==> config.mk <==
export PLATFORM = sky130hd
export DESIGN_NAME = dcsfr_map
export DESIGN_NICKNAME = d
export VERILOG_FILES = /design/src/rtl/dcsfr_pkg.sv /design/src/rtl/dcsfr_map.sv
export VERILOG_INCLUDE_DIRS = /design/src /design/src/rtl
export SDC_FILE = /design/constraint.sdc
export NUM_CORES = 2
export LEC_CHECK = 0
export ABC_AREA = 1
export BUFFER_PORTS_ARGS = -buffer_cell sky130_fd_sc_hd__buf_2
export CELL_PAD_IN_SITES_DETAIL_PLACEMENT = 0
export CELL_PAD_IN_SITES_GLOBAL_PLACEMENT = 1
export CORE_UTILIZATION = 40
export DETAILED_ROUTE_END_ITERATION = 10
export PLACE_DENSITY = 0.77
export SLEW_MARGIN = 0
export SYNTH_ARGS = -nofsm -noshare
export SYNTH_HDL_FRONTEND = slang
export SYNTH_SLANG_ARGS = --single-unit
==> constraint.sdc <==
create_clock -name pclk -period 1.5 [get_ports pclk]
set_input_delay 0.15 -clock pclk [delete_from_list [all_inputs] [get_ports pclk]]
set_output_delay 0.15 -clock pclk [all_outputs]
set_load 0.01 [all_outputs]
==> src/rtl/dcsfr_consts.svh <==
`ifndef DCSFR_CONSTS_SVH
`define DCSFR_CONSTS_SVH

// Printed offsets are not all multiples of four: each is an index, byte address is index times four
`define DCSFR_IDX_SERIAL_CHANNEL_MODE 8'h84
`define DCSFR_IDX_TRANSMIT_QUEUE 8'h85
`define DCSFR_IDX_DMA_CONTROL_0 8'h92
`define DCSFR_IDX_DMA_CONTROL_1 8'h93
`define DCSFR_IDX_BIT_RATE_DIVIDER 8'h94
`define DCSFR_IDX_ADDRESS_MATCH_0 8'h95
`define DCSFR_IDX_CH0_SOURCE_LOW 8'hA2
`define DCSFR_IDX_CH0_SOURCE_HIGH 8'hA3
`define DCSFR_IDX_INTERFRAME_GAP 8'hA4
`define DCSFR_IDX_ADDRESS_MATCH_1 8'hA5
`define DCSFR_IDX_CH1_SOURCE_LOW 8'hB2
`define DCSFR_IDX_CH1_SOURCE_HIGH 8'hB3
`define DCSFR_IDX_SLOT_TIME 8'hB4
`define DCSFR_IDX_ADDRESS_MATCH_2 8'hB5
`define DCSFR_IDX_CH0_DEST_LOW 8'hC2
`define DCSFR_IDX_CH0_DEST_HIGH 8'hC3
`define DCSFR_IDX_BACKOFF_TIMER 8'hC4
`define DCSFR_IDX_ADDRESS_MATCH_3 8'hC5
`define DCSFR_IDX_EXTENSION_IRQ_ENABLE 8'hC8
`define DCSFR_IDX_CH1_DEST_LOW 8'hD2
`define DCSFR_IDX_CH1_DEST_HIGH 8'hD3
`define DCSFR_IDX_COLLISION_COUNT 8'hD4
`define DCSFR_IDX_ADDRESS_MASK_0 8'hD5
`define DCSFR_IDX_TRANSMIT_STATE 8'hD8
`define DCSFR_IDX_CH0_COUNT_LOW 8'hE2
`define DCSFR_IDX_CH0_COUNT_HIGH 8'hE3
`define DCSFR_IDX_PSEUDO_RANDOM_SEQ 8'hE4
`define DCSFR_IDX_ADDRESS_MASK_1 8'hE5
`define DCSFR_IDX_RECEIVE_STATE 8'hE8
`define DCSFR_IDX_CH1_COUNT_LOW 8'hF2
`define DCSFR_IDX_CH1_COUNT_HIGH 8'hF3
`define DCSFR_IDX_RECEIVE_QUEUE 8'hF4
`define DCSFR_IDX_OWN_SLOT_NUMBER 8'hF5
`define DCSFR_IDX_EXTENSION_IRQ_PRIORITY 8'hF8

`define DCSFR_RESET_ZERO 8'h00
`define DCSFR_SERIAL_MODE_RESET 8'h00
`define DCSFR_PADDR_WIDTH 10

`endif

==> src/rtl/dcsfr_pkg.sv <==
package dcsfr_pkg;
  typedef logic [7:0] dcsfr_byte_type;

  typedef struct packed {
    logic [15:0] source;
    logic [15:0] dest;
    logic [15:0] count;
  } dcsfr_channel_type;

  typedef struct packed {
    logic psel;
    logic penable;
    logic pwrite;
    logic [9:0] paddr;
    logic [31:0] pwdata;
  } dcsfr_apb_req_type;

  typedef struct packed {
    logic [31:0] prdata;
    logic pready;
    logic pslverr;
  } dcsfr_apb_rsp_type;
endpackage

==> src/rtl/dcsfr_map.sv <==
`timescale 1ns/10ps
`include "dcsfr_consts.svh"

module dcsfr_map (
  // Clock and reset
  input wire logic pclk,
  input wire logic presetn,
  // APB request
  input wire dcsfr_pkg::dcsfr_apb_req_type apb_req,
  // APB answer
  output dcsfr_pkg::dcsfr_apb_rsp_type apb_rsp,
  // Channel values to the DMA engine
  output dcsfr_pkg::dcsfr_channel_type ch0,
  output dcsfr_pkg::dcsfr_channel_type ch1,
  // Serial channel, DMA and interrupt controls
  output dcsfr_pkg::dcsfr_byte_type serial_channel_mode,
  output dcsfr_pkg::dcsfr_byte_type dma_control_0,
  output dcsfr_pkg::dcsfr_byte_type dma_control_1,
  output dcsfr_pkg::dcsfr_byte_type extension_irq_enable,
  output dcsfr_pkg::dcsfr_byte_type extension_irq_priority,
  // Transmit queue write strobe and byte
  output logic tx_queue_push,
  output dcsfr_pkg::dcsfr_byte_type tx_queue_data,
  // Receive queue pop and engine status
  output logic rx_queue_pop,
  input wire dcsfr_pkg::dcsfr_byte_type rx_queue_data,
  input wire dcsfr_pkg::dcsfr_byte_type transmit_state_in,
  input wire dcsfr_pkg::dcsfr_byte_type receive_state_in,
  input wire dcsfr_pkg::dcsfr_byte_type collision_count_in,
  input wire dcsfr_pkg::dcsfr_byte_type backoff_timer_in
);
  import dcsfr_pkg::*;

  // Plain byte store, one slot per extension index
  dcsfr_byte_type store [256];
  logic [7:0] index;
  logic setup;
  logic access;
  logic wr_fire;
  logic rd_fire;
  logic mapped;
  logic writable;
  dcsfr_byte_type next_rdata;
  logic [31:0] prdata_q;
  logic tx_push_q;
  logic rx_pop_q;
  dcsfr_byte_type tx_data_q;
  // Bytes that leave reset at zero are kept apart from the unreset store
  localparam int ZERO_SLOTS = 10;
  dcsfr_byte_type zeroed [ZERO_SLOTS];
  logic [3:0] zslot;
  logic zeroed_hit;

  function automatic logic is_ext(input logic [7:0] idx);
    unique case (idx)
      `DCSFR_IDX_SERIAL_CHANNEL_MODE, `DCSFR_IDX_TRANSMIT_QUEUE,
      `DCSFR_IDX_DMA_CONTROL_0, `DCSFR_IDX_DMA_CONTROL_1,
      `DCSFR_IDX_BIT_RATE_DIVIDER, `DCSFR_IDX_ADDRESS_MATCH_0,
      `DCSFR_IDX_CH0_SOURCE_LOW, `DCSFR_IDX_CH0_SOURCE_HIGH,
      `DCSFR_IDX_INTERFRAME_GAP, `DCSFR_IDX_ADDRESS_MATCH_1,
      `DCSFR_IDX_CH1_SOURCE_LOW, `DCSFR_IDX_CH1_SOURCE_HIGH,
      `DCSFR_IDX_SLOT_TIME, `DCSFR_IDX_ADDRESS_MATCH_2,
      `DCSFR_IDX_CH0_DEST_LOW, `DCSFR_IDX_CH0_DEST_HIGH,
      `DCSFR_IDX_BACKOFF_TIMER, `DCSFR_IDX_ADDRESS_MATCH_3,
      `DCSFR_IDX_EXTENSION_IRQ_ENABLE, `DCSFR_IDX_CH1_DEST_LOW,
      `DCSFR_IDX_CH1_DEST_HIGH, `DCSFR_IDX_COLLISION_COUNT,
      `DCSFR_IDX_ADDRESS_MASK_0, `DCSFR_IDX_TRANSMIT_STATE,
      `DCSFR_IDX_CH0_COUNT_LOW, `DCSFR_IDX_CH0_COUNT_HIGH,
      `DCSFR_IDX_PSEUDO_RANDOM_SEQ, `DCSFR_IDX_ADDRESS_MASK_1,
      `DCSFR_IDX_RECEIVE_STATE, `DCSFR_IDX_CH1_COUNT_LOW,
      `DCSFR_IDX_CH1_COUNT_HIGH, `DCSFR_IDX_RECEIVE_QUEUE,
      `DCSFR_IDX_OWN_SLOT_NUMBER, `DCSFR_IDX_EXTENSION_IRQ_PRIORITY: is_ext = 1'b1;
      default: is_ext = 1'b0;
    endcase
  endfunction

  // Status and receive queue slots are driven by the engine and the transmit queue reads zero; none is stored
  function automatic logic is_live(input logic [7:0] idx);
    unique case (idx)
      `DCSFR_IDX_RECEIVE_QUEUE, `DCSFR_IDX_TRANSMIT_STATE, `DCSFR_IDX_RECEIVE_STATE,
      `DCSFR_IDX_COLLISION_COUNT, `DCSFR_IDX_BACKOFF_TIMER, `DCSFR_IDX_TRANSMIT_QUEUE: is_live = 1'b1;
      default: is_live = 1'b0;
    endcase
  endfunction

  function automatic logic [15:0] pair(input dcsfr_byte_type lo, input dcsfr_byte_type hi);
    pair = {hi, lo};
  endfunction

  // Slot of a byte with a zero reset value; 4'hF marks every other index
  function automatic logic [3:0] zero_slot(input logic [7:0] idx);
    unique case (idx)
      `DCSFR_IDX_BIT_RATE_DIVIDER: zero_slot = 4'h0;
      `DCSFR_IDX_ADDRESS_MATCH_0: zero_slot = 4'h1;
      `DCSFR_IDX_ADDRESS_MATCH_1: zero_slot = 4'h2;
      `DCSFR_IDX_ADDRESS_MATCH_2: zero_slot = 4'h3;
      `DCSFR_IDX_ADDRESS_MATCH_3: zero_slot = 4'h4;
      `DCSFR_IDX_SLOT_TIME: zero_slot = 4'h5;
      `DCSFR_IDX_ADDRESS_MASK_0: zero_slot = 4'h6;
      `DCSFR_IDX_ADDRESS_MASK_1: zero_slot = 4'h7;
      `DCSFR_IDX_PSEUDO_RANDOM_SEQ: zero_slot = 4'h8;
      `DCSFR_IDX_OWN_SLOT_NUMBER: zero_slot = 4'h9;
      default: zero_slot = 4'hF;
    endcase
  endfunction

  // Word-aligned byte addresses only; low two bits must be zero
  assign index = apb_req.paddr[9:2];
  assign setup = apb_req.psel && !apb_req.penable;
  assign access = apb_req.psel && apb_req.penable;
  assign mapped = is_ext(index) && (apb_req.paddr[1:0] == 2'b00);
  assign writable = mapped && !is_live(index);
  assign wr_fire = access && apb_req.pwrite;
  assign rd_fire = access && !apb_req.pwrite;
  assign zslot = zero_slot(index);
  assign zeroed_hit = mapped && (zslot != 4'hF);

  // Zero-wait slave: the access phase always completes
  assign apb_rsp.pready = access;
  assign apb_rsp.pslverr = access && !mapped;
  assign apb_rsp.prdata = prdata_q;

  // Byte pairs have no reset value, so the store is written but never reset
  always_ff @(posedge pclk) begin
    if (wr_fire && writable) begin
      store[index] <= apb_req.pwdata[7:0];
    end
  end

  // Reset registers kept apart from the undefined store
  dcsfr_byte_type mode_q;
  dcsfr_byte_type ctl0_q;
  always_ff @(posedge pclk or negedge presetn) begin
    if (!presetn) begin
      mode_q <= `DCSFR_SERIAL_MODE_RESET;
      ctl0_q <= `DCSFR_RESET_ZERO;
    end else if (wr_fire && mapped) begin
      if (index == `DCSFR_IDX_SERIAL_CHANNEL_MODE) begin
        mode_q <= apb_req.pwdata[7:0];
      end
      if (index == `DCSFR_IDX_DMA_CONTROL_0) begin
        ctl0_q <= apb_req.pwdata[7:0];
      end
    end
  end

  // Zero-reset bytes; reset clears all slots, a write touches one
  always_ff @(posedge pclk or negedge presetn) begin
    if (!presetn) begin
      for (int i = 0; i < ZERO_SLOTS; i++) begin
        zeroed[i] <= `DCSFR_RESET_ZERO;
      end
    end else if (wr_fire && zeroed_hit) begin
      zeroed[zslot] <= apb_req.pwdata[7:0];
    end
  end

  always_comb begin
    next_rdata = `DCSFR_RESET_ZERO;
    if (mapped) begin
      unique case (index)
        `DCSFR_IDX_SERIAL_CHANNEL_MODE: next_rdata = mode_q;
        `DCSFR_IDX_DMA_CONTROL_0: next_rdata = ctl0_q;
        `DCSFR_IDX_RECEIVE_QUEUE: next_rdata = rx_queue_data;
        `DCSFR_IDX_TRANSMIT_STATE: next_rdata = transmit_state_in;
        `DCSFR_IDX_RECEIVE_STATE: next_rdata = receive_state_in;
        `DCSFR_IDX_COLLISION_COUNT: next_rdata = collision_count_in;
        `DCSFR_IDX_BACKOFF_TIMER: next_rdata = backoff_timer_in;
        // Write-only queue reads as zero
        `DCSFR_IDX_TRANSMIT_QUEUE: next_rdata = `DCSFR_RESET_ZERO;
        default: next_rdata = zeroed_hit ? zeroed[zslot] : store[index];
      endcase
    end
  end

  // Read data registered in the setup cycle, valid through the access phase
  always_ff @(posedge pclk or negedge presetn) begin
    if (!presetn) begin
      prdata_q <= 32'h0000_0000;
    end else if (setup && !apb_req.pwrite) begin
      prdata_q <= {24'h00_0000, next_rdata};
    end
  end

  // Queue strobes, one cycle after the completing edge
  always_ff @(posedge pclk or negedge presetn) begin
    if (!presetn) begin
      tx_push_q <= 1'b0;
      rx_pop_q <= 1'b0;
      tx_data_q <= `DCSFR_RESET_ZERO;
    end else begin
      tx_push_q <= wr_fire && mapped && (index == `DCSFR_IDX_TRANSMIT_QUEUE);
      rx_pop_q <= rd_fire && mapped && (index == `DCSFR_IDX_RECEIVE_QUEUE);
      if (wr_fire && mapped && (index == `DCSFR_IDX_TRANSMIT_QUEUE)) begin
        tx_data_q <= apb_req.pwdata[7:0];
      end
    end
  end

  assign tx_queue_push = tx_push_q;
  assign rx_queue_pop = rx_pop_q;
  assign tx_queue_data = tx_data_q;
  assign serial_channel_mode = mode_q;
  assign dma_control_0 = ctl0_q;
  assign dma_control_1 = store[`DCSFR_IDX_DMA_CONTROL_1];
  assign extension_irq_enable = store[`DCSFR_IDX_EXTENSION_IRQ_ENABLE];
  assign extension_irq_priority = store[`DCSFR_IDX_EXTENSION_IRQ_PRIORITY];

  // Channel values pair low and high bytes
  assign ch0.source = pair(store[`DCSFR_IDX_CH0_SOURCE_LOW], store[`DCSFR_IDX_CH0_SOURCE_HIGH]);
  assign ch0.dest = pair(store[`DCSFR_IDX_CH0_DEST_LOW], store[`DCSFR_IDX_CH0_DEST_HIGH]);
  assign ch0.count = pair(store[`DCSFR_IDX_CH0_COUNT_LOW], store[`DCSFR_IDX_CH0_COUNT_HIGH]);
  assign ch1.source = pair(store[`DCSFR_IDX_CH1_SOURCE_LOW], store[`DCSFR_IDX_CH1_SOURCE_HIGH]);
  assign ch1.dest = pair(store[`DCSFR_IDX_CH1_DEST_LOW], store[`DCSFR_IDX_CH1_DEST_HIGH]);
  assign ch1.count = pair(store[`DCSFR_IDX_CH1_COUNT_LOW], store[`DCSFR_IDX_CH1_COUNT_HIGH]);

  property p_unmapped_error;
    @(posedge pclk) disable iff (!presetn)
    access && !is_ext(index) |-> apb_rsp.pslverr;
  endproperty
  a_unmapped_error: assert property (p_unmapped_error) else $error("unmapped access not flagged");

  property p_ch0_src_low;
    @(posedge pclk) disable iff (!presetn)
    wr_fire && mapped && index == `DCSFR_IDX_CH0_SOURCE_LOW |=> ch0.source[7:0] == $past(apb_req.pwdata[7:0]);
  endproperty
  a_ch0_src_low: assert property (p_ch0_src_low) else $error("ch0 source low not stored");

  property p_ch1_src_high;
    @(posedge pclk) disable iff (!presetn)
    wr_fire && mapped && index == `DCSFR_IDX_CH1_SOURCE_HIGH |=> ch1.source[15:8] == $past(apb_req.pwdata[7:0]);
  endproperty
  a_ch1_src_high: assert property (p_ch1_src_high) else $error("ch1 source high not stored");

  property p_ch0_dest_high;
    @(posedge pclk) disable iff (!presetn)
    wr_fire && mapped && index == `DCSFR_IDX_CH0_DEST_HIGH |=> ch0.dest[15:8] == $past(apb_req.pwdata[7:0]);
  endproperty
  a_ch0_dest_high: assert property (p_ch0_dest_high) else $error("ch0 dest high not stored");

  property p_ch1_dest_low;
    @(posedge pclk) disable iff (!presetn)
    wr_fire && mapped && index == `DCSFR_IDX_CH1_DEST_LOW |=> ch1.dest[7:0] == $past(apb_req.pwdata[7:0]);
  endproperty
  a_ch1_dest_low: assert property (p_ch1_dest_low) else $error("ch1 dest low not stored");

  property p_ch0_count_low;
    @(posedge pclk) disable iff (!presetn)
    wr_fire && mapped && index == `DCSFR_IDX_CH0_COUNT_LOW |=> ch0.count[7:0] == $past(apb_req.pwdata[7:0]);
  endproperty
  a_ch0_count_low: assert property (p_ch0_count_low) else $error("ch0 count low not stored");

  property p_ch1_count_high;
    @(posedge pclk) disable iff (!presetn)
    wr_fire && mapped && index == `DCSFR_IDX_CH1_COUNT_HIGH |=> ch1.count[15:8] == $past(apb_req.pwdata[7:0]);
  endproperty
  a_ch1_count_high: assert property (p_ch1_count_high) else $error("ch1 count high not stored");

  property p_pair_readback;
    @(posedge pclk) disable iff (!presetn)
    setup && !apb_req.pwrite && apb_req.paddr == {`DCSFR_IDX_CH0_COUNT_HIGH, 2'b00}
      |=> apb_rsp.prdata[7:0] == ch0.count[15:8] && apb_rsp.prdata[31:8] == 24'h00_0000;
  endproperty
  a_pair_readback: assert property (p_pair_readback) else $error("count high readback mismatch");

  property p_push_once;
    @(posedge pclk) disable iff (!presetn)
    tx_queue_push |=> !tx_queue_push;
  endproperty
  a_push_once: assert property (p_push_once) else $error("queue push longer than one cycle");

  property p_ch0_src_high;
    @(posedge pclk) disable iff (!presetn)
    wr_fire && mapped && index == `DCSFR_IDX_CH0_SOURCE_HIGH |=> ch0.source[15:8] == $past(apb_req.pwdata[7:0]);
  endproperty
  a_ch0_src_high: assert property (p_ch0_src_high) else $error("ch0 source high not stored");

  property p_ch1_src_low;
    @(posedge pclk) disable iff (!presetn)
    wr_fire && mapped && index == `DCSFR_IDX_CH1_SOURCE_LOW |=> ch1.source[7:0] == $past(apb_req.pwdata[7:0]);
  endproperty
  a_ch1_src_low: assert property (p_ch1_src_low) else $error("ch1 source low not stored");

  property p_ch0_dest_low;
    @(posedge pclk) disable iff (!presetn)
    wr_fire && mapped && index == `DCSFR_IDX_CH0_DEST_LOW |=> ch0.dest[7:0] == $past(apb_req.pwdata[7:0]);
  endproperty
  a_ch0_dest_low: assert property (p_ch0_dest_low) else $error("ch0 dest low not stored");

  property p_ch1_dest_high;
    @(posedge pclk) disable iff (!presetn)
    wr_fire && mapped && index == `DCSFR_IDX_CH1_DEST_HIGH |=> ch1.dest[15:8] == $past(apb_req.pwdata[7:0]);
  endproperty
  a_ch1_dest_high: assert property (p_ch1_dest_high) else $error("ch1 dest high not stored");

  property p_ch0_count_high;
    @(posedge pclk) disable iff (!presetn)
    wr_fire && mapped && index == `DCSFR_IDX_CH0_COUNT_HIGH |=> ch0.count[15:8] == $past(apb_req.pwdata[7:0]);
  endproperty
  a_ch0_count_high: assert property (p_ch0_count_high) else $error("ch0 count high not stored");

  property p_ch1_count_low;
    @(posedge pclk) disable iff (!presetn)
    wr_fire && mapped && index == `DCSFR_IDX_CH1_COUNT_LOW |=> ch1.count[7:0] == $past(apb_req.pwdata[7:0]);
  endproperty
  a_ch1_count_low: assert property (p_ch1_count_low) else $error("ch1 count low not stored");

  property p_misaligned_error;
    @(posedge pclk) disable iff (!presetn)
    access && apb_req.paddr[1:0] != 2'b00 |-> apb_rsp.pslverr;
  endproperty
  a_misaligned_error: assert property (p_misaligned_error) else $error("misaligned access not flagged");

  property p_unmapped_read_zero;
    @(posedge pclk) disable iff (!presetn)
    setup && !apb_req.pwrite && !mapped
      |=> apb_rsp.prdata == 32'h0000_0000;
  endproperty
  a_unmapped_read_zero: assert property (p_unmapped_read_zero) else $error("unmapped read not zero");

  property p_zeroed_write;
    @(posedge pclk) disable iff (!presetn)
    wr_fire && zeroed_hit |=> zeroed[$past(zslot)] == $past(apb_req.pwdata[7:0]);
  endproperty
  a_zeroed_write: assert property (p_zeroed_write) else $error("zero-reset byte not stored");

  property p_pop_after_read;
    @(posedge pclk) disable iff (!presetn)
    rd_fire && mapped && index == `DCSFR_IDX_RECEIVE_QUEUE |=> rx_queue_pop;
  endproperty
  a_pop_after_read: assert property (p_pop_after_read) else $error("receive queue read without pop");

  property p_mode_write;
    @(posedge pclk) disable iff (!presetn)
    wr_fire && mapped && index == `DCSFR_IDX_SERIAL_CHANNEL_MODE |=> serial_channel_mode == $past(apb_req.pwdata[7:0]);
  endproperty
  a_mode_write: assert property (p_mode_write) else $error("serial mode not stored");

  property p_ctl0_write;
    @(posedge pclk) disable iff (!presetn)
    wr_fire && mapped && index == `DCSFR_IDX_DMA_CONTROL_0 |=> dma_control_0 == $past(apb_req.pwdata[7:0]);
  endproperty
  a_ctl0_write: assert property (p_ctl0_write) else $error("dma control 0 not stored");

  property p_tx_data;
    @(posedge pclk) disable iff (!presetn)
    wr_fire && mapped && index == `DCSFR_IDX_TRANSMIT_QUEUE
      |=> tx_queue_push && tx_queue_data == $past(apb_req.pwdata[7:0]);
  endproperty
  a_tx_data: assert property (p_tx_data) else $error("transmit queue byte not pushed");

  property p_live_read;
    @(posedge pclk) disable iff (!presetn)
    setup && !apb_req.pwrite && mapped && index == `DCSFR_IDX_RECEIVE_STATE
      |=> apb_rsp.prdata[7:0] == $past(receive_state_in);
  endproperty
  a_live_read: assert property (p_live_read) else $error("receive state not read live");

  c_write_channel: cover property (@(posedge pclk) disable iff (!presetn)
    wr_fire && index == `DCSFR_IDX_CH1_COUNT_LOW);
  c_read_status: cover property (@(posedge pclk) disable iff (!presetn)
    rd_fire && index == `DCSFR_IDX_RECEIVE_STATE);
  c_unmapped: cover property (@(posedge pclk) disable iff (!presetn) apb_rsp.pslverr);
  c_queue_pop: cover property (@(posedge pclk) disable iff (!presetn) rx_queue_pop);
  c_zeroed_write: cover property (@(posedge pclk) disable iff (!presetn)
    wr_fire && zeroed_hit);
endmodule

* Yosys cells after proc, flatten, opt, wreduce, memory -nomap -nowiden *
Memories as Yosys holds them, arrays and structs flattened.
Cells that the tools add are included.

word-level totals
  bits of input ports = 87
  output and inout port bits = 180
  bits in writable memories = 2,048
  word-level logic and storage cells = 94
  memories kept = 1
  register bits = 114

memories
  name   words  width  rd ports  clocked after Yosys merged registers in  wr ports  RTL line         source
  store  256    8      16        0                                        1         dcsfr_map.sv:35  dcsfr_byte_type store [256];

operators by class
  $lt $le $gt $ge = 2
  multiplexer cells = 14
  equality and inequality tests = 35
  reduce and logical (&&, ||, !) cells = 25
  bitwise gates (word level) = 1

operators with widths
  kind                                                        number
  == test 8 bit, second input constant                        34
  bitwise mux 80 bit                                          1
  one-hot mux 8 bit (8 select lines)                          1
  two-way mux 8 bit                                           5
  one-hot mux 4 bit (10 select lines)                         1
  OR reduction 34 bit                                         1
  binary-select mux 8 bit (select 4 bit)                      1
  demux 8 bit (select 4 bit)                                  1
  logical AND 1 bit                                           16
  OR reduction 6 bit                                          1
  greater-or-equal comparator 5 bit, second input constant    1
  less-than comparator 5 x 1 -> 1 bit, second input constant  1
  NOT 4 -> 5 bit                                              1
  zero test 1 bit                                             4
  two-way mux 1 bit                                           4
  != test 4 bit, second input constant                        1
  AND reduction 2 bit                                         2
  zero test 2 bit                                             1

* Depth between registers and ports, before layout *
  word-level depth = 9
  gate-level depth with buffers = 21
  gate-level depth less buffers = 19

* Worst setup path before layout *
OpenSTA, ideal clock, no wires.

  path kind = input to register
  from = in apb_req[34] in the netlist's numbering
  to = mem store[180][0] in the netlist's numbering, enable pin
  data arrival time = 2.281 ns
  stages on the path = 16
  path slack = -1.164 ns
  data required time = 1.117 ns
  setup time = 0.383 ns
  buffers on the path = 1
  cell sequence = buf_2 inv_2 nand2_1 nor2_1 nand2_1 nand2_1 nor2_1 nand2_1 nor2_1 nand2_1 nand2_1 inv_1 nand2_1 nor2_2 inv_2 nor3_1

between the ends
  word-level cells in the longest chain between the ends = 8
  elaborated cells on any way between the ends = 44
  those cells by class = eq/ne (34); mux (4); reduce/logical (6)

RTL lines
  element                                                           RTL line                            source
  from (decl)                                                       dcsfr_map.sv:9                      input wire dcsfr_pkg::dcsfr_apb_req_type apb_req,
  == test 8 bit (on tied branches)                                  dcsfr_map.sv:55, dcsfr_map.sv:79
  OR reduction 34 bit / OR reduction 6 bit (equally long branches)  dcsfr_map.sv:55, dcsfr_map.sv:79
  two-way mux 1 bit (on tied branches)                              dcsfr_map.sv:55, dcsfr_map.sv:79
  logical AND 1 bit / zero test 1 bit (equally long branches)       dcsfr_map.sv:111, dcsfr_map.sv:112
  logical AND 1 bit                                                 dcsfr_map.sv:112                    assign writable = mapped && !is_live(index);
  logical AND 1 bit                                                 dcsfr_map.sv:125                    if (wr_fire && writable) begin
  two-way mux 1 bit                                                 dcsfr_map.sv:125
  two-way mux 1 bit (not written as such)                           dcsfr_map.sv:126                    store[index] <= apb_req.pwdata[7:0];
  to (decl)                                                         dcsfr_map.sv:35

Several ways; a longest one is shown, not always the timed one.

==> implementation parameters <==
Parameter                              Value

Outcome
  Run status ... finished with violations
  Failing checks ... negative setup slack

Finish
  Multi-input combinational cell area ... 0.0285 mm2
  Nets ... 10724
  Fill cell total of the finished layout ... 19078
  Ratio of cells with drive above 1 in the final layout ... 0.142
  Total area of sequential cells ... 0.0644 mm2
  Signed area change from the synthesized netlist to the final layout ... 32.2%

GRT
  Total routing resource utilization after global routing ... 0.213
  Number of antenna violations at the first check in global routing ... 8
  First-pass GRT wire length ... 351000 um
  Vias in the first global route ... 60107
  Pin count of the biggest net entering global routing ... 107
  Final global-route overflow total ... 0

Floorplan
  Vertical die dimension ... 468 um
  Core Rows ... 170
  Io pins ... 267
  Die footprint ... 0.219 mm2
  Initial cell density of the core ... 0.404
  Chip Width ... 468 um
  Core outline area ... 0.215 mm2

Timing
  Crit path time final ... 1.99 ns
  Hold Vio Cnt, Final ... 0
  Worst Slack Setup Final ... -0.486 ns
  Tcrit/Tclk final ... 1.32
  RSZ-0062 raised after global routing ... true
  Count of final max-slew check failures ... 0
  Rel. slew slack ... 0.514
  Final setup violation count ... 444
  Final Hold Slack ... 0.0556 ns
  Transition time at the pin with the least slew margin ... 0.729 ns
  Setup TNS Final ... -89.82 ns
  Maximum clock frequency ... 504 MHz
  Clock tree skew after final layout ... 0.0216 ns

Placement
  Number of buffers inserted by port buffering ... 218
  Worst slack, placed ... -2.08 ns
  Post-DP HPWL ... 154000 um
  Global placement routability congestion ... 0.927

Synthesis
  Leading cell types by total area after synthesis ... edfxtp_1, nor2_1, nand2_1
  Count of mapped cells out of synthesis ... 7889
  Number of distinct standard cells referenced by the synthesized netlist ... 34
  Fraction of post-synthesis cell area in the top cell type by area ... 0.707
  Register area share after synthesis ... 0.740
  Synthesized area per cell ... 11.0 um2
  Post-synthesis cell area ... 0.0870 mm2
  Number of warnings issued by yosys ... 0
  Post-synthesis register bit count ... 2162
  Largest area contributor in the netlist ... edfxtp_1

Detailed routing
  Via density ... 4.51
  Final routed DRC violation total ... 0
  Number of optimization iterations in the first detailed-route pass ... 6
  Antenna-violating nets left ... 0
  Vias post-DR ... 61596
  Final routed wire length divided by cell count ... 17.3 um
  Detailed router's first-iteration violation count ... 5537
  Total Wirelength ... 236000 um

Critical path
  Worst setup path category ... reg2reg
  Worst Path Required ... 2.28 ns
  Startpoint class of the critical path ... register
  Kind of end point of the critical path ... register
  Signal arrival time at the worst endpoint ... 2.77 ns
  Highest net fanout along the worst path ... 2

Run
  Maximum capacitance violations ... 0

Pwr
  Net switching fraction of the power ... 0.232
  Share of total power in the clock network ... 0.386
  Switch Pwr ... 31000 uW
  Cell internal power dissipation ... 103000 uW
  Power per cell area ... 1160 mW/mm2
  Sequential cell fraction of total power ... 0.535
  Static leakage ... 0.0497 uW
  Logic pwr share ... 0.079
  Peak supply drop ... 1.26 mV

Clock tree
  Number of CTS-inserted buffers ... 216
  TritonCTS clock tree ... done
  Clock H-tree levels ... 4
  CTS max path bufs ... 3
  Root Driver ... clkbuf_16
  Insertion delay of the later-clocked pin in the worst-skew pair ... 0.86 ns
  Count of clock tree sinks ... 2162
  Clk pin slew, worst setup/hold paths ... 0.06 ns

Hold path
  Tightest Hold Check Type ... in2reg
## stage by stage
| stage | std cells | cell area [um2] | total power (uW) | util |
|---|---|---|---|---|
| global placement | 13154 | 105000 | 82500 | 0.487 |
| finish | 13664 | 115000 | 134000 | 0.534 |
| detailed placement | 13154 | 105000 | 82800 | 0.487 |
| floorplan | 9736 | 94400 | 77900 | - |
| CTS | 13652 | 114000 | 135000 | 0.527 |
| global route | 13662 | 115000 | 139000 | 0.534 |
## metal layers
layer / global-route usage / share of wire
met1: 0.285 / 0.43
met5: 0 / 0
met3: 0.0261 / 0.050
met4: 0.0723 / 0.033
met2: 0.360 / 0.48
## state kept, by name (all words and copies together) (netlist names)
register	cells
store	2048
zeroed	80
dma_control_0	8
prdata_q	8
serial_channel_mode	8
tx_queue_data	8
rx_queue_pop	1
tx_queue_push	1
## final cells by class
cell class | count | share of cell area
inverter | 219 | 0.00764
clock buffer | 281 | 0.0500
multi-input combinational | 6997 | 0.248
sequential | 2162 | 0.560
tap | 2838 | 0.0309
clock inverter | 120 | 0.00836
antenna | 6 | 0.000131
timing repair buffer | 1041 | 0.0951
## cells in the final DEF (no fill, tap or decap), drive strengths merged, types with 7 or more instances in the layout
master and count:
o21bai 12, clkbuf 285, a31oi 7, nand4 15, nand2 1782, a221oi 9
clkinv 106, edfxtp 2048, dlygate4sd3 47, a21oi 20, nand3 46, conb 1848
nor3 10, bufinv 11, dfrtp 114, nand3b 32, o22ai 79, o22a 20
nor2 2885, o21ai 220, buf 989, inv 220
## what timing repair did
item / CTS / global route
endpoints found under the hold margin: 1845 / 0
hold buffers: 48 / 0
pin swaps: 99 / 97
endpoints found under the setup margin: 483 / 490
setup buffers: 49 / 83
resized for setup: 265 / 381
gates cloned: 4 / 9
## cell families (layout without fill, tap and decap cells)
logic type | Yosys count | in the layout | synth area share
simple gates | 4774 | 4774 | 0.209
buf+inv | 577 | 1661 | 0.0261
compound gates | 375 | 375 | 0.0247
other cells | 1 | 1854 | 0.0000431
flops | 2162 | 2162 | 0.740
## path summary, 6_finish.rpt
kind	cells past startpoint	slack, ns	start	endpoint
setup / recovery	15	-0.49	store[179][2]$_DFFE_PP_	prdata_q[2]$_DFFE_PN0P_
hold / removal	7	0.06	apb_req[42]	tx_queue_push$_DFF_PN0_
setup reg to reg	15	-0.49	store[179][2]$_DFFE_PP_	prdata_q[2]$_DFFE_PN0P_
hold reg to reg	2	0.47	zeroed[39]$_DFFE_PN0P_	zeroed[39]$_DFFE_PN0P_
max in group asynchronous	4	0.86	presetn	serial_channel_mode[4]$_DFFE_PN0P_
min in group asynchronous	4	0.47	presetn	rx_queue_pop$_DFF_PN0_
## critical path, cell delays in order (launching register included)
cell      delay [ns]
edfxtp_1        0.37
nor2_1          0.07
nor2_2          0.18
nand2_2         0.11
nand2_1         0.12
nand4_1         0.11
buf_4           0.16
nand2_1         0.08
nand2_2         0.08
nor2_2          0.15
nor2_2          0.07
nor2_4          0.13
nand2_4         0.09
nand3_2         0.10
nand2_1         0.05
nand2_1         0.05
## power groups by stage
stage / combinational, uW / sequential (uW) / clock [uW]
CTS: 10400 / 71700 / 52900
global route: 11800 / 72000 / 55100
global placement: 9850 / 72700 / 0
finish: 10500 / 71600 / 51700
detailed placement: 9930 / 72900 / 0
floorplan: 5300 / 72600 / 0
## synthesized netlist by cell type (all sizes together)
cell type,count
o21bai,12
nand3,46
edfxtp,2048
inv,213
conb,1
a32o,1
o21a,1
nand2,1782
a22o,4
dfrtp,114
nor3,10
clkinv,6
nand3b,32
a21boi,1
clkbuf,292
o211ai,1
a21oi,20
a221oi,9
or2,1
buf,66
o22ai,79
o22a,20
nor4,2
nor2,2885
a31oi,7
nand4,15
and2,1
o21ai,220
No activity file was read; power rests on OpenSTA's default activity.
